==> src/shared/link_core_regs_map.svh <==
`ifndef LINK_CORE_REGS_MAP_SVH
`define LINK_CORE_REGS_MAP_SVH

// byte addresses of the register group
`define ZONE_UPPER_OFFSET    32'h4000_0058
`define ZONE_LOWER_OFFSET    32'h4000_005C
`define ERROR_CAUSE_OFFSET   32'h4000_0060
`define PROFILING_OFFSET     32'h4000_0064
`define CORRELATOR_OFFSET    32'h4000_0070
`define RADIO_SELECT_OFFSET  32'h4000_0074
`define POWER_PHASE_OFFSET   32'h4000_0080

// reset values
`define ZONE_RESET           16'h0000
`define PROFILING_RESET      32'h0000_0000
`define CORRELATOR_RESET     32'h0000_2102
`define RADIO_SELECT_RESET   5'h00
`define ROUND_TRIP_RESET     7'h00
`define RX_POWERUP_RESET     8'hD2
`define TX_POWERDOWN_RESET   4'h3
`define TX_POWERUP_RESET     8'hD2

// field positions
`define DC_COMP_BIT          22
`define RADIO_SELECT_LSB     16
`define ROUND_TRIP_LSB       24
`define RX_POWERUP_LSB       16
`define TX_POWERDOWN_LSB     8
`define TX_POWERUP_LSB       0

// error cause bit positions
`define FORMAT_FAULT_BIT     11
`define NULL_TXPTR_FAULT_BIT 10
`define RADIO_MEM_FAULT_BIT  8
`define CHANMAP_FAULT_BIT    7
`define GAP_OVERRUN_BIT      6
`define RX_DECIPHER_BIT      5
`define ACCEPT_LIST_BIT      4
`define PREFETCH_FAULT_BIT   3
`define TX_DESC_FAULT_BIT    2
`define PKT_MEM_FAULT_BIT    1
`define TX_ENCIPHER_BIT      0

// prefetch fault after this many programmed entries in a row
`define PREFETCH_RUN_LIMIT   2'h3

// timing: one microsecond at the 4 ns system clock
`define US_NS                1000
`define CLK_PERIOD_NS        4
`define CYCLES_PER_US        (`US_NS / `CLK_PERIOD_NS)

`endif

==> src/shared/link_core_regs_pkg.sv <==
package link_core_regs_pkg;

   // one register bus request, driven by the processor side
   typedef struct packed {
      logic        wr;
      logic        rd;
      logic [31:0] addr;
      logic [31:0] wdata;
   } bus_req_t;

   // observations from the link-layer engine, same clock domain
   typedef struct packed {
      logic        format_check;
      logic        format_illegal;
      logic        tx_ptr_load;
      logic [15:0] struct_tx_pointer;
      logic        radio_mem_late;
      logic        hop_start;
      logic [36:0] struct_channel_map;
      logic [5:0]  good_channel_count;
      logic        gap_overrun;
      logic        rx_decipher_late;
      logic        accept_list_late;
      logic        exch_entry_fetch;
      logic        exch_entry_programmed;
      logic        desc_fetch;
      logic        descriptor_sent_flag;
      logic        pkt_mem_late;
      logic        tx_encipher_late;
   } link_events_t;

   // static radio controls handed to the radio
   typedef struct packed {
      logic       dc_comp_path_enable;
      logic [4:0] extended_radio_select;
      logic [6:0] round_trip_latency;
   } radio_ctrl_t;

   // power phase start pulses
   typedef struct packed {
      logic tx_up_start;
      logic rx_up_start;
      logic tx_down_start;
   } phase_req_t;

   // power phase status
   typedef struct packed {
      logic tx_up_busy;
      logic tx_up_done;
      logic rx_up_busy;
      logic rx_up_done;
      logic tx_down_busy;
      logic tx_down_done;
   } phase_stat_t;

   // state of the register group
   typedef struct packed {
      logic [15:0] zone_lower_bound;
      logic [15:0] zone_upper_bound;
      logic [11:0] fault;
      logic [31:0] profiling_value;
      logic        dc_comp_path_enable;
      logic [4:0]  extended_radio_select;
      logic [6:0]  round_trip_latency;
      logic [7:0]  rx_powerup_time;
      logic [3:0]  tx_powerdown_extension;
      logic [7:0]  tx_powerup_time;
      logic [31:0] rd_data;
      logic [1:0]  prefetch_run;
   } regs_state_t;

   // state of one power phase timer
   typedef struct packed {
      logic       busy;
      logic       done;
      logic [7:0] us_left;
      logic [7:0] prescale;
   } timer_state_t;

endpackage

==> src/rtl/radio_phase_timer.sv <==
`timescale 1ns/1ps
`default_nettype none
`include "link_core_regs_map.svh"

// counts a power phase of len_us microseconds after a start pulse
module radio_phase_timer (
   input  wire logic       sys_clk,
   input  wire logic       rst,
   input  wire logic       start,
   input  wire logic [7:0] len_us,
   output logic            busy,
   output logic            done
);
   import link_core_regs_pkg::*;

   localparam logic [7:0] PRESCALE_TOP = 8'(`CYCLES_PER_US - 1);

   timer_state_t s_q;  // registered state
   timer_state_t s_d;  // next state

   // next state: a new start always restarts the phase
   always_comb begin
      s_d      = s_q;
      s_d.done = 1'b0;
      if (start) begin
         // zero length finishes at once, with no busy cycle
         s_d.busy     = (len_us != 8'h00);
         s_d.done     = (len_us == 8'h00);
         s_d.us_left  = len_us;
         s_d.prescale = PRESCALE_TOP;
      end else if (s_q.busy) begin
         if (s_q.prescale == 8'h00) begin
            s_d.prescale = PRESCALE_TOP;
            s_d.us_left  = s_q.us_left - 8'h01;
            if (s_q.us_left == 8'h01) begin
               s_d.busy = 1'b0;
               s_d.done = 1'b1;
            end
         end else begin
            s_d.prescale = s_q.prescale - 8'h01;
         end
      end
   end

   // state register
   always_ff @(posedge sys_clk) begin
      if (rst) begin
         s_q <= '0;
      end else begin
         s_q <= s_d;
      end
   end

   assign busy = s_q.busy;
   assign done = s_q.done;

endmodule
`default_nettype wire

==> src/rtl/link_core_error_radio_timing_regs.sv <==
// Functional notes
// - zone lower bound, 16 bits, upper zero
// - zone upper bound, 16 bits read/write
// - bit 11 flags illegal structure format
// - bit 10 flags zero transmit pointer
// - bit 8 flags late radio memory access
// - bit 7 flags channel map count mismatch
// - bit 6 flags interframe gap overrun
// - bit 5 flags late receive decryption
// - bit 4 flags accept list parse timeout
// - bit 3 flags three programmed entries
// - bit 2 flags descriptor without sent flag
// - bit 1 flags late packet memory access
// - bit 0 flags late encryption; one means error
// - profiling word mirrored to diagnostic port
// - round trip latency field bits 30:24
// - rx power-up time, resets to 210
// - tx power-down extension, resets to 3
// - tx power-up time, resets to 210
//
// Strobed register access was chosen for this implementation.
`timescale 1ns/1ps
`default_nettype none
`include "link_core_regs_map.svh"

module link_core_error_radio_timing_regs (
   input  wire logic                            sys_clk,
   input  wire logic                            rst,
   input  wire link_core_regs_pkg::bus_req_t    bus_req,
   output logic [31:0]                          rd_data,
   input  wire link_core_regs_pkg::link_events_t events,
   input  wire link_core_regs_pkg::phase_req_t  phase_req,
   output link_core_regs_pkg::phase_stat_t      phase_stat,
   output link_core_regs_pkg::radio_ctrl_t      radio_ctrl,
   output logic [31:0]                          diag_profiling,
   output logic [11:0]                          fault_status,
   output logic [15:0]                          zone_lower_bound,
   output logic [15:0]                          zone_upper_bound
);
   import link_core_regs_pkg::*;

   regs_state_t s_q;          // registered state
   regs_state_t s_d;          // next state
   logic [11:0] fault_set;    // fault events seen this cycle
   logic [5:0]  map_ones;     // ones in the channel map
   logic [31:0] rd_mux;       // read value before the output flop
   logic        hit_lower;    // address decode terms
   logic        hit_upper;
   logic        hit_fault;
   logic        hit_prof;
   logic        hit_corr;
   logic        hit_select;
   logic        hit_power;

   // counts the ones of the 37-channel map
   function automatic logic [5:0] count_ones(input logic [36:0] map);
      logic [5:0] n;
      n = 6'h00;
      for (int i = 0; i < 37; i++) begin
         n = n + {5'h00, map[i]};
      end
      return n;
   endfunction

   assign map_ones = count_ones(events.struct_channel_map);

   // address decode; full 32-bit compare so aliases read as unmapped
   assign hit_lower  = (bus_req.addr == `ZONE_LOWER_OFFSET);
   assign hit_upper  = (bus_req.addr == `ZONE_UPPER_OFFSET);
   assign hit_fault  = (bus_req.addr == `ERROR_CAUSE_OFFSET);
   assign hit_prof   = (bus_req.addr == `PROFILING_OFFSET);
   assign hit_corr   = (bus_req.addr == `CORRELATOR_OFFSET);
   assign hit_select = (bus_req.addr == `RADIO_SELECT_OFFSET);
   assign hit_power  = (bus_req.addr == `POWER_PHASE_OFFSET);

   // fault detection from the engine's observations
   always_comb begin
      fault_set = 12'h000;
      // format checked and found illegal
      fault_set[`FORMAT_FAULT_BIT] = events.format_check
                                   & events.format_illegal;
      // a zero pointer is a setup fault of software
      fault_set[`NULL_TXPTR_FAULT_BIT] = events.tx_ptr_load
         & (events.struct_tx_pointer == 16'h0000);
      fault_set[`RADIO_MEM_FAULT_BIT] = events.radio_mem_late;
      // only compared when hopping starts; the map may change otherwise
      fault_set[`CHANMAP_FAULT_BIT] = events.hop_start
         & (map_ones != events.good_channel_count);
      fault_set[`GAP_OVERRUN_BIT] = events.gap_overrun;
      fault_set[`RX_DECIPHER_BIT] = events.rx_decipher_late;
      fault_set[`ACCEPT_LIST_BIT] = events.accept_list_late;
      // third programmed entry in a row, counter holds the two before
      fault_set[`PREFETCH_FAULT_BIT] = events.exch_entry_fetch
         & events.exch_entry_programmed
         & (s_q.prefetch_run == (`PREFETCH_RUN_LIMIT - 2'h1));
      fault_set[`TX_DESC_FAULT_BIT] = events.desc_fetch
         & ~events.descriptor_sent_flag;
      fault_set[`PKT_MEM_FAULT_BIT] = events.pkt_mem_late;
      fault_set[`TX_ENCIPHER_BIT] = events.tx_encipher_late;
   end

   // read multiplexer; unmapped addresses and reserved bits give zero, except the correlator's fixed low pattern
   always_comb begin
      rd_mux = 32'h0000_0000;
      if (hit_lower) begin
         rd_mux[15:0] = s_q.zone_lower_bound;
      end else if (hit_upper) begin
         rd_mux[15:0] = s_q.zone_upper_bound;
      end else if (hit_fault) begin
         rd_mux[11:0] = s_q.fault;
      end else if (hit_prof) begin
         rd_mux = s_q.profiling_value;
      end else if (hit_corr) begin
         // reserved low bits keep their fixed pattern
         rd_mux = `CORRELATOR_RESET;
         rd_mux[`DC_COMP_BIT] = s_q.dc_comp_path_enable;
      end else if (hit_select) begin
         rd_mux[`RADIO_SELECT_LSB +: 5] = s_q.extended_radio_select;
      end else if (hit_power) begin
         rd_mux[`ROUND_TRIP_LSB +: 7]   = s_q.round_trip_latency;
         rd_mux[`RX_POWERUP_LSB +: 8]   = s_q.rx_powerup_time;
         rd_mux[`TX_POWERDOWN_LSB +: 4] = s_q.tx_powerdown_extension;
         rd_mux[`TX_POWERUP_LSB +: 8]   = s_q.tx_powerup_time;
      end
   end

   // next state of the whole register group
   always_comb begin
      s_d = s_q;
      // faults only ever set; nothing but reset clears them
      s_d.fault = s_q.fault | fault_set;
      // run of programmed entries, broken by an empty one
      if (events.exch_entry_fetch) begin
         if (!events.exch_entry_programmed) begin
            s_d.prefetch_run = 2'h0;
         end else if (s_q.prefetch_run != `PREFETCH_RUN_LIMIT) begin
            s_d.prefetch_run = s_q.prefetch_run + 2'h1;
         end
      end
      // read data stand for exactly one cycle after the strobe
      s_d.rd_data = bus_req.rd ? rd_mux : 32'h0000_0000;
      // writes; the fault word ignores them
      if (bus_req.wr) begin
         if (hit_lower) begin
            s_d.zone_lower_bound = bus_req.wdata[15:0];
         end
         if (hit_upper) begin
            s_d.zone_upper_bound = bus_req.wdata[15:0];
         end
         if (hit_prof) begin
            s_d.profiling_value = bus_req.wdata;
         end
         if (hit_corr) begin
            // stored as written; software must keep it clear
            s_d.dc_comp_path_enable = bus_req.wdata[`DC_COMP_BIT];
         end
         if (hit_select) begin
            // no check here: software must write the mandated pattern
            s_d.extended_radio_select =
               bus_req.wdata[`RADIO_SELECT_LSB +: 5];
         end
         if (hit_power) begin
            s_d.round_trip_latency =
               bus_req.wdata[`ROUND_TRIP_LSB +: 7];
            s_d.rx_powerup_time =
               bus_req.wdata[`RX_POWERUP_LSB +: 8];
            s_d.tx_powerdown_extension =
               bus_req.wdata[`TX_POWERDOWN_LSB +: 4];
            s_d.tx_powerup_time =
               bus_req.wdata[`TX_POWERUP_LSB +: 8];
         end
      end
   end

   // state register with documented reset values
   always_ff @(posedge sys_clk) begin
      if (rst) begin
         s_q                        <= '0;
         s_q.zone_lower_bound       <= `ZONE_RESET;
         s_q.zone_upper_bound       <= `ZONE_RESET;
         s_q.profiling_value        <= `PROFILING_RESET;
         s_q.extended_radio_select  <= `RADIO_SELECT_RESET;
         s_q.round_trip_latency     <= `ROUND_TRIP_RESET;
         s_q.rx_powerup_time        <= `RX_POWERUP_RESET;
         s_q.tx_powerdown_extension <= `TX_POWERDOWN_RESET;
         s_q.tx_powerup_time        <= `TX_POWERUP_RESET;
      end else begin
         s_q <= s_d;
      end
   end

   // power phase timers; a setting change affects the next phase only
   radio_phase_timer tx_up_timer (
      .sys_clk (sys_clk),
      .rst     (rst),
      .start   (phase_req.tx_up_start),
      .len_us  (s_q.tx_powerup_time),
      .busy    (phase_stat.tx_up_busy),
      .done    (phase_stat.tx_up_done)
   );

   radio_phase_timer rx_up_timer (
      .sys_clk (sys_clk),
      .rst     (rst),
      .start   (phase_req.rx_up_start),
      .len_us  (s_q.rx_powerup_time),
      .busy    (phase_stat.rx_up_busy),
      .done    (phase_stat.rx_up_done)
   );

   // the extension is the whole added tail after power-down starts
   radio_phase_timer tx_down_timer (
      .sys_clk (sys_clk),
      .rst     (rst),
      .start   (phase_req.tx_down_start),
      .len_us  ({4'h0, s_q.tx_powerdown_extension}),
      .busy    (phase_stat.tx_down_busy),
      .done    (phase_stat.tx_down_done)
   );

   // outputs straight from the state flops
   assign rd_data                          = s_q.rd_data;
   assign diag_profiling                   = s_q.profiling_value;
   assign fault_status                     = s_q.fault;
   assign zone_lower_bound                 = s_q.zone_lower_bound;
   assign zone_upper_bound                 = s_q.zone_upper_bound;
   assign radio_ctrl.dc_comp_path_enable   = s_q.dc_comp_path_enable;
   assign radio_ctrl.extended_radio_select = s_q.extended_radio_select;
   assign radio_ctrl.round_trip_latency    = s_q.round_trip_latency;

endmodule
`default_nettype wire

==> config.mk <==
export PLATFORM = sky130hd
export DESIGN_NAME = link_core_error_radio_timing_regs
export DESIGN_NICKNAME = d
export VERILOG_FILES = /design/src/shared/link_core_regs_pkg.sv /design/src/rtl/radio_phase_timer.sv /design/src/rtl/link_core_error_radio_timing_regs.sv
export VERILOG_INCLUDE_DIRS = /design/src /design/src/shared
export SDC_FILE = /design/constraint.sdc
export NUM_CORES = 1
export LEC_CHECK = 0
export ABC_AREA = 1
export BUFFER_PORTS_ARGS = -buffer_cell sky130_fd_sc_hd__buf_2
export CAP_MARGIN = 20
export CORE_MARGIN = 2
export CORE_UTILIZATION = 37
export CTS_CLUSTER_DIAMETER = 40
export DETAILED_ROUTE_END_ITERATION = 10
export PLACE_DENSITY_LB_ADDON = 0.25
export SLEW_MARGIN = 20
export SYNTH_ARGS = -nofsm -noshare
export SYNTH_HDL_FRONTEND = slang
export SYNTH_SLANG_ARGS = --single-unit
export TNS_END_PERCENT = 20
==> constraint.sdc <==
create_clock -name sys_clk -period 8 [get_ports sys_clk]
set_clock_uncertainty 0.2 [all_clocks]
set_input_delay 2.4 -clock sys_clk [delete_from_list [all_inputs] [get_ports sys_clk]]
set_output_delay 2.4 -clock sys_clk [all_outputs]
set_load 0.02 [all_outputs]
Word-level counts from Yosys, hierarchy flattened:

Cells that the tools add are included.
W data, S select, Z words.

* $add $sub $neg: 43
* equality and inequality tests: 14
* bitwise operators: 10
* reductions and logical operators: 33
* multiplexer cells: 30

Operators by type and width (count)
* $eq A32 B31 Y1 const B: 7
* $add A6 B1 Y6: 31
* $mux W18: 6
* $logic_not A8 Y1: 6
* $mux W12: 4
* $sub A8 B1 Y8 const B: 6
* $mux W10: 4
* $mux W16: 2
* $mux W31: 1
* $mux W15: 2
* $eq A8 B1 Y1 const B: 3
* $mux W8: 3
* $reduce_bool A8 Y1: 3
* $reduce_and A2 Y1: 11
* $logic_not A16 Y1: 1
* $mux W2: 6
* $or A12 B12 Y12: 1
* $reduce_bool A2 Y1: 6
* $reduce_or A2 Y1: 4
* $add A5 B1 Y6: 1
* $and A1 B1 Y1: 6
* $ne A6 B6 Y1: 1
* $reduce_or A6 Y1: 1
* $add A4 B1 Y5: 1
* other kinds (11): 13

* output and inout bits: 127
* register bits: 197
* word-level logic and storage cells: 160
* bits of input ports: 144

Depth between registers and ports, before layout:

Gate-level depths: netlist of the first run.

* depth after elaboration: 39
* gate-level depth with buffers: 24

Cells and area by module:

Synthesis of the first run repeated with hierarchy kept, for this count alone.

* cell total of the unflattened synthesis: 1562
* area total of the unflattened synthesis: 11288.3 µm²

Modules (own cells, without submodules)
* link_core_error_radio_timing_regs: area each 8034.0 µm², seq. area each 2842.7 µm², cells an instance 1058, instances 1
* radio_phase_timer: area each 1084.8 µm², seq. area each 360.3 µm², cells an instance 168, instances 3

Worst setup path after synthesis of the first run:

No wires, ideal clock.

* path type: input to register
* from: in events[20] in the netlist's numbering
* to: reg s_q, in the netlist fault_status[7]
* library setup time: 0.132 ns
* slack: 1.114 ns
* stages on the path: 22
* required time: 7.668 ns
* arrival time: 6.554 ns
* cell sequence: inv_1 fa_1 inv_1 fa_1 fa_1 fa_1 fa_1 inv_1 fa_1 fa_1 inv_1 nand2_1 nand2_1 nand2_1 nand2_1 nand2_1 nand2_1 nand2_1 nor2_1 nand2_1 nand2_1 a21oi_1

* longest elaborated chain between the ends: 35

Ends and longest elaborated chain
* start, declared: RTL line link_core_error_radio_timing_regs.sv:31 `input wire link_core_regs_pkg::link_events_t events,`
* $add A5 B1 Y6: RTL line link_core_error_radio_timing_regs.sv:60 `n = n + {5'h00, map[i]};`
* $add A6 B1 Y6 (31 in a row): RTL line link_core_error_radio_timing_regs.sv:60
* $ne A6 B6 Y1: RTL line link_core_error_radio_timing_regs.sv:88 `& (map_ones != events.good_channel_count);`
* $and A1 B1 Y1: RTL line link_core_error_radio_timing_regs.sv:88
* $or A12 B12 Y12: RTL line link_core_error_radio_timing_regs.sv:131 `s_d.fault = s_q.fault | fault_set;`
* end, declared: RTL line link_core_error_radio_timing_regs.sv:42 `regs_state_t s_q;`

Every way passes these cells.
A chain may end at the register's enable or synchronous reset.

Worst setup path after layout of the first run:

* from: in events[26] in the netlist's numbering
* to: reg s_q, in the netlist fault_status[7]

* longest elaborated chain between the ends: 29

Ends and longest elaborated chain (RTL line)
* $add A6 B1 Y6 (26 in a row): link_core_error_radio_timing_regs.sv:60
* $ne A6 B6 Y1: link_core_error_radio_timing_regs.sv:88
* $and A1 B1 Y1: link_core_error_radio_timing_regs.sv:88
* $or A12 B12 Y12: link_core_error_radio_timing_regs.sv:131

Every way passes these cells.

==> summary.txt, run 1 <==
status: completed
grt ovf: 0
met3 wire length: 1.81 mm
final WL: 28.7 mm
Syn Nets: 1670
Die X: 175 microns
met2 wire length: 13.5 mm
unrepaired setup endpoints after global routing: no
Worst-path clk slew: 0.08 ns
H-Tree Level Count: 4
power per cell area: 235 mW/mm^2
setup violators final: 0
crit path DAT: 6.87 ns
CTS tree: yes
Die Ht: 175 microns
sequential-to-total area share from yosys stat: 0.364
fin. max-slew vios: 0
Vias: 9548
Clock Root Buffer: clkbuf_16
Remaining DRCs: 0
storage element area: 0.00392 sq mm
cts hold-fix bufs: 0
die area: 0.0305 sq mm
CTS sink count: 196
Gate power share: 0.332
gr usage total: 0.188
asr flop ratio synth: 0
ANT cells: 0
fin crit period: 6.78 ns
sequential power share: 0.356
FP Rows: 62
Max IR drop VDD: 207 uV
vias per std cell: 4.78
synthesized area: 0.0108 sq mm
initial DRC count: 631
Starting Density: 0.376
Final HPWL DP: 21.7 mm
post-synthesis instance total: 1480
met1 WL: 13.1 mm
Sw Pwr: 993 uW
Mapped Avg Cell Area: 7.28 sq um
global-route wire length before repair: 46.7 mm
final setup TNS: 0 ns
clock latency on the worst-skew pair: 0.44 ns
WL/cell: 14.4 microns
fin crit share: 0.848
vias in the first global route: 9238
count of cell types in the netlist: 49
CP endpoint kind: flip-flop
final hold vios: 0
Slew HR: 0.298
PortBufs: 269
layout cells sized above 1: 0.208
post_cts resized: 0
element type at the critical path start: input port
nets: 1790
pin count of the biggest net entering global routing: 58
Final Wtd Congestion: 0.841
setup slack, reg-to-reg: 5.84 ns
Antenna Violating Nets Remaining: 0
Fmax achieved: 147 MHz
Int Power: 1850 uW
CTS buffer count: 17
Multi-input gate area: 0.00489 sq mm
YS warnings: 0
Lkg Pwr: 0.00608 uW
Seq cells post-synth: 196
core box area: 0.0287 sq mm
min-delay worst type: flip-flop to flip-flop
Switching Share: 0.349
Clock Power Share: 0.312
crit path kind: input port to flip-flop
antenna violations before repair: 0
number of flops mapped to enable cells by yosys: 0
Post-synth top flop: dfxtp_1
Critical Path Fanout Max: 3
placed cells: 1965
fin cells: 1997
Req. time, crit path: 8.09 ns
setup bufs post-CTS: 0
Top Layer Used: met4
io pins: 271
Synth-to-Final Area Change: 12.0%
filler cell count: 3032
drt pass-1 iters: 5
max-cap violations: 0
CTS max path bufs: 2
Least-Margin Pin Slew: 1.05 ns
-- routing by layer --
layer | up-vias | global-route usage
li1 | 4854 | -
met1 | 4384 | 0.242
met2 | 292 | 0.325
met3 | 18 | 0.0387
met4 | 0 | 0.0375
met5 | - | 0
-- worst max-delay path: stages --
cell and delay (ns):
buf_2 0.11, fa_1 0.53, inv_1 0.05, fa_1 0.47, inv_1 0.05, fa_1 0.46, fa_1 0.50, fa_1 0.52
inv_1 0.05, fa_1 0.45, fa_1 0.41, inv_1 0.09, nand2_1 0.07, nand2_1 0.08, nand2_1 0.09, nand2_1 0.11
nand2_1 0.08, nand3_1 0.08, nand2_1 0.05, nor2_1 0.08, nand2_1 0.05, nand2_1 0.05, a21oi_1 0.05
-- layout by cell type (no fill, tap or decap), drive strengths merged, types with 5 or more instances in the layout --
cell    Yosys  layout
o21a        8       8
nor4       10      10
xnor2       6       6
ha         18      18
buf       149     274
o211ai     13      13
a21oi     139     139
o22ai       5       5
nor2      154     154
inv       208     216
dfxtp     196     196
nor3       17      17
nand4      16      16
clkinv      3       6
fa         28      28
nand3      54      54
xor2        9       9
a31oi      14      14
o31ai       5       5
nand2     264     264
clkbuf     24      18
o21ai     119     119
-- sequential cells by signal, indices dropped and copies added, names as in the netlist, 11 cells and up --
name               flops
diag_profiling        32
zone_upper_bound      16
fault_status          11
s_q                   22
rd_data               32
zone_lower_bound      16
rx_up_timer.s_q       16
tx_down_timer.s_q     16
tx_up_timer.s_q       16
radio_ctrl            13
-- metrics by stage --
stage          utilization  instance area [sq um]  power, uW  worst slack [ns]  hold WS [ns]
6_report             0.420                  12100       2840              1.22         0.264
3_5_place_dp         0.400                  11500       1970             0.753         0.252
4_1_cts              0.420                  12100       2860              1.22         0.263
5_1_grt              0.420                  12100       3050              1.01         0.294
3_3_place_gp         0.400                  11500       1910             0.838         0.256
2_1_floorplan            -                  10800       1760              1.11         0.233
-- worst paths after layout --
check                          endpoint  depth (start not counted)                 start
hold reg to reg             rd_data[10]                          2  zone_lower_bound[10]
hold / removal              rd_data[10]                          2  zone_lower_bound[10]
setup / recovery        fault_status[7]                         23            events[26]
setup reg to reg  tx_down_timer.s_q[12]                          9  tx_down_timer.s_q[0]
-- cell usage after synthesis (2+ instances only) --
master,instances,area share
buf_6,2,0.0021
inv_1,204,0.071
nor2_1,143,0.050
nand4_2,3,0.0035
o21ai_0,117,0.054
nand3b_1,4,0.0028
a211oi_1,3,0.0021
buf_2,14,0.0065
a2111oi_0,2,0.0016
o22ai_1,5,0.0029
a31oi_1,14,0.0081
o31ai_1,5,0.0035
a21oi_1,139,0.065
inv_2,4,0.0014
nand4_1,13,0.0075
ha_1,18,0.021
xor2_1,9,0.0073
clkinv_1,2,0.00070
nor4_1,10,0.0058
o21a_1,8,0.0056
xnor2_1,6,0.0049
o21ai_1,2,0.00093
nor2_4,3,0.0031
nand2_1,258,0.090
buf_1,2,0.00070
nand2_4,2,0.0021
nor2_2,6,0.0035
nand3_1,54,0.025
fa_1,28,0.052
o211ai_1,13,0.0091
clkbuf_2,3,0.0014
clkbuf_1,21,0.0073
nor2_8,2,0.0037
nand2_2,4,0.0023
buf_4,131,0.091
or2_2,3,0.0017
dfxtp_1,196,0.36
nor3_1,16,0.0074
-- cells by family (layout without fill, tap and decap cells) --
| logic type | after synthesis | in the layout | synth area share |
|---|---|---|---|
| buf+inv | 384 | 517 | 0.183 |
| compound gates | 313 | 313 | 0.157 |
| flops | 196 | 196 | 0.364 |
| simple gates | 525 | 525 | 0.211 |
| xor+xnor | 15 | 15 | 0.0122 |
| other cells | 1 | 1 | 0.000348 |
| fa+ha+maj | 46 | 46 | 0.0729 |
-- power by group through the flow --
stage | clock network, uW | registers (uW) | logic [uW]
floorplan | 0 | 1030 | 729
global placement | 0 | 1030 | 881
detailed placement | 0 | 1030 | 939
CTS | 906 | 1010 | 943
global route | 940 | 1010 | 1100
finish | 887 | 1010 | 944
-- layout make-up --
| class | count | area share |
|---|---|---|
| multi-input cells | 900 | 0.406 |
| flip-flops and latches | 196 | 0.325 |
| repair buffers | 274 | 0.115 |
| inverters | 211 | 0.0657 |
| well taps | 384 | 0.0398 |
| clock buffers | 18 | 0.0356 |
| clock inverters | 14 | 0.0136 |
Power figures use the tool's default switching activity.
==> run 2, diff against run 1 <==
clock period = 6.17 ns   (was 8 ns; I/O delays follow)
==> run 2 against run 1 <==
Compared with the run above: register-to-register slack got worse by 1.8 ns; worst setup slack lost 1.1 ns; via count barely moved; sequential share of layout area down 0.14 points; hold slack improved by 0.00085 ns; die area is the same; routed wire length is essentially flat; non-clock buffer count rose by 6; design area grew 0.43%; combinational power rose by 36%; power grew 31%.
==> summary.txt, run 2 (synthesized netlist as in run 1, its figures left out) <==
vias in the first global route: 9216
Worst-path clk slew: 0.08 ns
Multi-input gate area: 0.00491 sq mm
max-cap violations: 0
crit path DAT: 6.18 ns
cells along the critical path: buf_2 -> fa_1 -> fa_1 -> inv_1 -> fa_1 -> inv_1 -> fa_1 -> fa_1 -> inv_1 -> fa_1 -> fa_2 -> buf_4 -> xnor2_1 -> xnor2_1 -> nand3_1 -> nor2_1 -> nand2_1 -> nand2_1 -> a21oi_1
power per cell area: 307 mW/mm^2
Clock Root Buffer: clkbuf_16
CTS max path bufs: 2
H-Tree Level Count: 4
PortBufs: 269
CP peak stage delay: 0.52 ns
final WL: 28.7 mm
Req. time, crit path: 6.25 ns
Least-Margin Pin Slew: 0.906 ns
cts hold-fix bufs: 0
Final Wtd Congestion: 0.862
io pins: 271
CTS tree: yes
Lkg Pwr: 0.00610 uW
storage element area: 0.00392 sq mm
final core occ: 0.422
Die Ht: 175 microns
Antenna Violating Nets Remaining: 0
core box area: 0.0287 sq mm
Fmax achieved: 164 MHz
element type at the critical path start: input port
pin count of the biggest net entering global routing: 63
antenna violations before repair: 0
Buf+Inv Stages, Crit Path: 5
CTS sink count: 196
commonest non-fill, non-tap cell in the layout: buf_2
vias per std cell: 4.77
setup bufs post-CTS: 0
min-delay worst type: flip-flop to flip-flop
Slew HR: 0.394
clock latency on the worst-skew pair: 0.43 ns
nets: 1796
CTS buffer count: 17
grt ovf: 0
status: completed
fin crit period: 6.09 ns
CP max stage cell: fa_1
global-route wire length before repair: 46.2 mm
Tot Pwr: 3720 uW
Starting Density: 0.376
CP top delay family: adder cells
Synth-to-Final Area Change: 12.4%
Critical Path Fanout Max: 2
WL/cell: 14.3 microns
fin crit share: 0.988
Die X: 175 microns
die area: 0.0305 sq mm
final hold vios: 0
most numerous cell on the critical path: fa_1
initial DRC count: 549
Final HPWL DP: 21.7 mm
setup slack, reg-to-reg: 4.03 ns
FP Rows: 62
drt pass-1 iters: 6
CP endpoint kind: flip-flop
setup violators final: 0
filler cell count: 3036
Vias: 9549
ANT cells: 0
final setup TNS: 0 ns
crit path kind: input port to flip-flop
highest-count cells in the layout ignoring fill and taps: 269 x buf_2, 254 x nand2_1, 203 x inv_1, 196 x dfxtp_1, 143 x nor2_1
Max IR drop VDD: 319 uV
Remaining DRCs: 0
fin. max-slew vios: 0
unrepaired setup endpoints after global routing: yes
post_cts resized: 0
layout cells sized above 1: 0.214
gr usage total: 0.187
-- run 2: changes by cell type in the layout (fill, tap and decap cells not counted), moves of 2 or more --
cell      change
buf_4         +6
clkbuf_1      +2
inv_8         -2
nand2_1       -4
nand2_2       +4
-- run 2: power breakdown --
group	total [uW]	internal, uW	switching [uW]	leakage (uW)
clock	1130	619	515	0.000285
sequential	1310	1290	20.5	0.00159
combinational	1280	530	745	0.00422
-- run 2: worst paths after layout --
check        cells after the start           startpoint                   to
min reg2reg                      2  zone_lower_bound[1]           rd_data[1]
min                              2  zone_lower_bound[1]           rd_data[1]
max                             19           events[32]      fault_status[7]
max reg2reg                     11   rx_up_timer.s_q[0]  rx_up_timer.s_q[12]
-- run 2: final cells by class --
type	instances	area share
sequential	196	0.324
clock buffer	21	0.0372
clock inverter	11	0.0113
tap	384	0.0396
multi-input combinational	900	0.405
timing repair buffer	280	0.118
inverter	211	0.0654
-- run 2: layer usage --
metal	vias to the layer above	GRT usage	routed length (microns)
li1	4869	-	-
met1	4303	0.243	12800
met2	343	0.315	13400
met3	34	0.0359	1880
met4	0	0.0587	501
met5	-	0	0
-- run 2: metrics by stage --
stage	hold WS, ns	area [sq um]	std cells	worst slack, ns
2_1_floorplan	0.233	10800	1480	-0.118
3_3_place_gp	0.253	11500	1971	-0.379
3_5_place_dp	0.254	11500	1971	-0.433
4_1_cts	0.265	12100	2003	0.0225
5_1_grt	0.289	12100	2003	-0.149
6_report	0.265	12100	2003	0.0761
-- run 2: worst min-delay path, cell delays in order, from the launching register on --
cell     delay (ns)
dfxtp_1        0.32
nand2_1        0.06
nand2_1        0.04
==> run 3, diff against run 2 <==
CORE_ASPECT_RATIO = 0.9   (was not set)
CORE_UTILIZATION = 32   (was 37)
==> run 3 against run 2 <==
Compared with the run above: core utilization down 5.1 points; first-iteration DRC count is 3.3% lower; die area rose by 15%; design area rose by 1.1%; critical path type unchanged; highest routed layer unchanged.
==> summary.txt, run 3 (synthesized netlist as in run 1, its figures left out) <==
die area: 0.0352 sq mm
fin crit period: 6.10 ns
FP Rows: 63
Final Wtd Congestion: 0.838
Buf+Inv Stages, Crit Path: 5
fin crit share: 0.989
Slew HR: 0.366
final hold vios: 0
Worst-path clk slew: 0.07 ns
layout cells sized above 1: 0.215
PortBufs: 269
H-Tree Level Count: 4
Remaining DRCs: 0
Clock Power Share: 0.318
final worst slack: 0.0684 ns
io pins: 271
WL/cell: 14.8 microns
Fmax achieved: 164 MHz
CP top delay family: adder cells
element type at the critical path start: input port
setup slack, reg-to-reg: 4.06 ns
CTS max path bufs: 2
CTS tree: yes
fin. max-slew vios: 0
status: completed
Vias: 9503
CP peak stage delay: 0.52 ns
Synth-to-Final Area Change: 13.7%
crit path DAT: 6.19 ns
vias in the first global route: 9183
commonest non-fill, non-tap cell in the layout: buf_2
Place WS: -0.431 ns
Max IR drop VDD: 289 uV
CTS buffer count: 17
Lkg Pwr: 0.00613 uW
crit path kind: input port to flip-flop
min-delay worst type: flip-flop to flip-flop
Hold Slack: 0.272 ns
Switching Share: 0.333
Least-Margin Pin Slew: 0.948 ns
unrepaired setup endpoints after global routing: yes
Tot Pwr: 3870 uW
placed cells: 2008
Critical Path Fanout Max: 3
power per cell area: 316 mW/mm^2
Die Ht: 178 microns
Int Power: 2580 uW
fin cells: 2041
max-cap violations: 0
Req. time, crit path: 6.26 ns
Die X: 197 microns
Gate power share: 0.343
Final Cell Area: 0.0123 sq mm
cells along the critical path: buf_2 -> fa_1 -> fa_1 -> inv_1 -> fa_1 -> inv_1 -> fa_1 -> fa_1 -> inv_1 -> fa_1 -> fa_2 -> inv_2 -> nand2_1 -> nand2_1 -> nand2_2 -> nand2_2 -> nand2_1 -> nand3_1 -> nand2_1 -> nor2_1 -> nand2_1 -> nand2_1 -> a21oi_1
ANT cells: 0
nets: 1796
final WL: 30.2 mm
vias per std cell: 4.66
initial DRC count: 531
highest-count cells in the layout ignoring fill and taps: 269 x buf_2, 255 x nand2_1, 203 x inv_1, 196 x dfxtp_1, 143 x nor2_1
antenna violations before repair: 1
Final HPWL DP: 22.9 mm
gr usage total: 0.172
drt pass-1 iters: 5
core box area: 0.0330 sq mm
global-route wire length before repair: 47.6 mm
CP endpoint kind: flip-flop
pin count of the biggest net entering global routing: 61
Clock Root Buffer: clkbuf_16
grt ovf: 0
Antenna Violating Nets Remaining: 0
CTS sink count: 196
clock latency on the worst-skew pair: 0.44 ns
sequential power share: 0.339
setup violators final: 0
Post-Place Cell Area: 0.0116 sq mm
Starting Density: 0.326
Sw Pwr: 1290 uW
CP max stage cell: fa_1
cts hold-fix bufs: 0
[run 3: worst paths after layout]
path,from,end,depth (start not counted)
hold / removal,zone_lower_bound[0],rd_data[0],2
setup reg to reg,tx_down_timer.s_q[0],tx_down_timer.s_q[12],9
hold reg to reg,zone_lower_bound[0],rd_data[0],2
setup / recovery,events[32],fault_status[7],23
[run 3: cell type report]
class | count | area [sq um]
Clock buffer | 21 | 470
Sequential cell | 196 | 3920
Multi-Input combinational cell | 900 | 4920
Tap cell | 422 | 528
Timing Repair Buffer | 280 | 1450
Inverter | 211 | 793
Fill cell | 3502 | 20800
Clock inverter | 11 | 171
[run 3: repair_timing]
item / in CTS / in global routing
setup endpoints to repair: 0 / 1
gates resized for setup: 0 / 5
setup buffers: 0 / 0
[run 3: tightest hold or removal path, stage by stage (launching register included)]
cell,delay [ns]
dfxtp_1,0.32
nand2_1,0.06
nand2_1,0.05
[run 3: power by group through the flow]
stage                     registers [uW]  logic [uW]  clock network [uW]
final                               1310        1330                1230
after CTS                           1310        1260                1260
after detailed placement            1340        1260                   0
after floorplan                     1330         948                   0
after global placement              1340        1200                   0
after global routing                1310        1560                1310
[run 3: metrics by stage]
stage / util / TNS [ns]
3_3_place_gp: 0.350 / -0.384
4_1_cts: 0.369 / 0
5_1_grt: 0.371 / -0.167
3_5_place_dp: 0.350 / -0.431
6_report: 0.371 / 0
2_1_floorplan: - / -0.118
[run 3: routing by layer]
metal  up-vias  track usage  share of wire
met5         -            0              0
met4         0       0.0448          0.014
met3        22       0.0429          0.060
met2       280        0.291           0.46
met1      4345        0.218           0.46
li1       4856            -              -
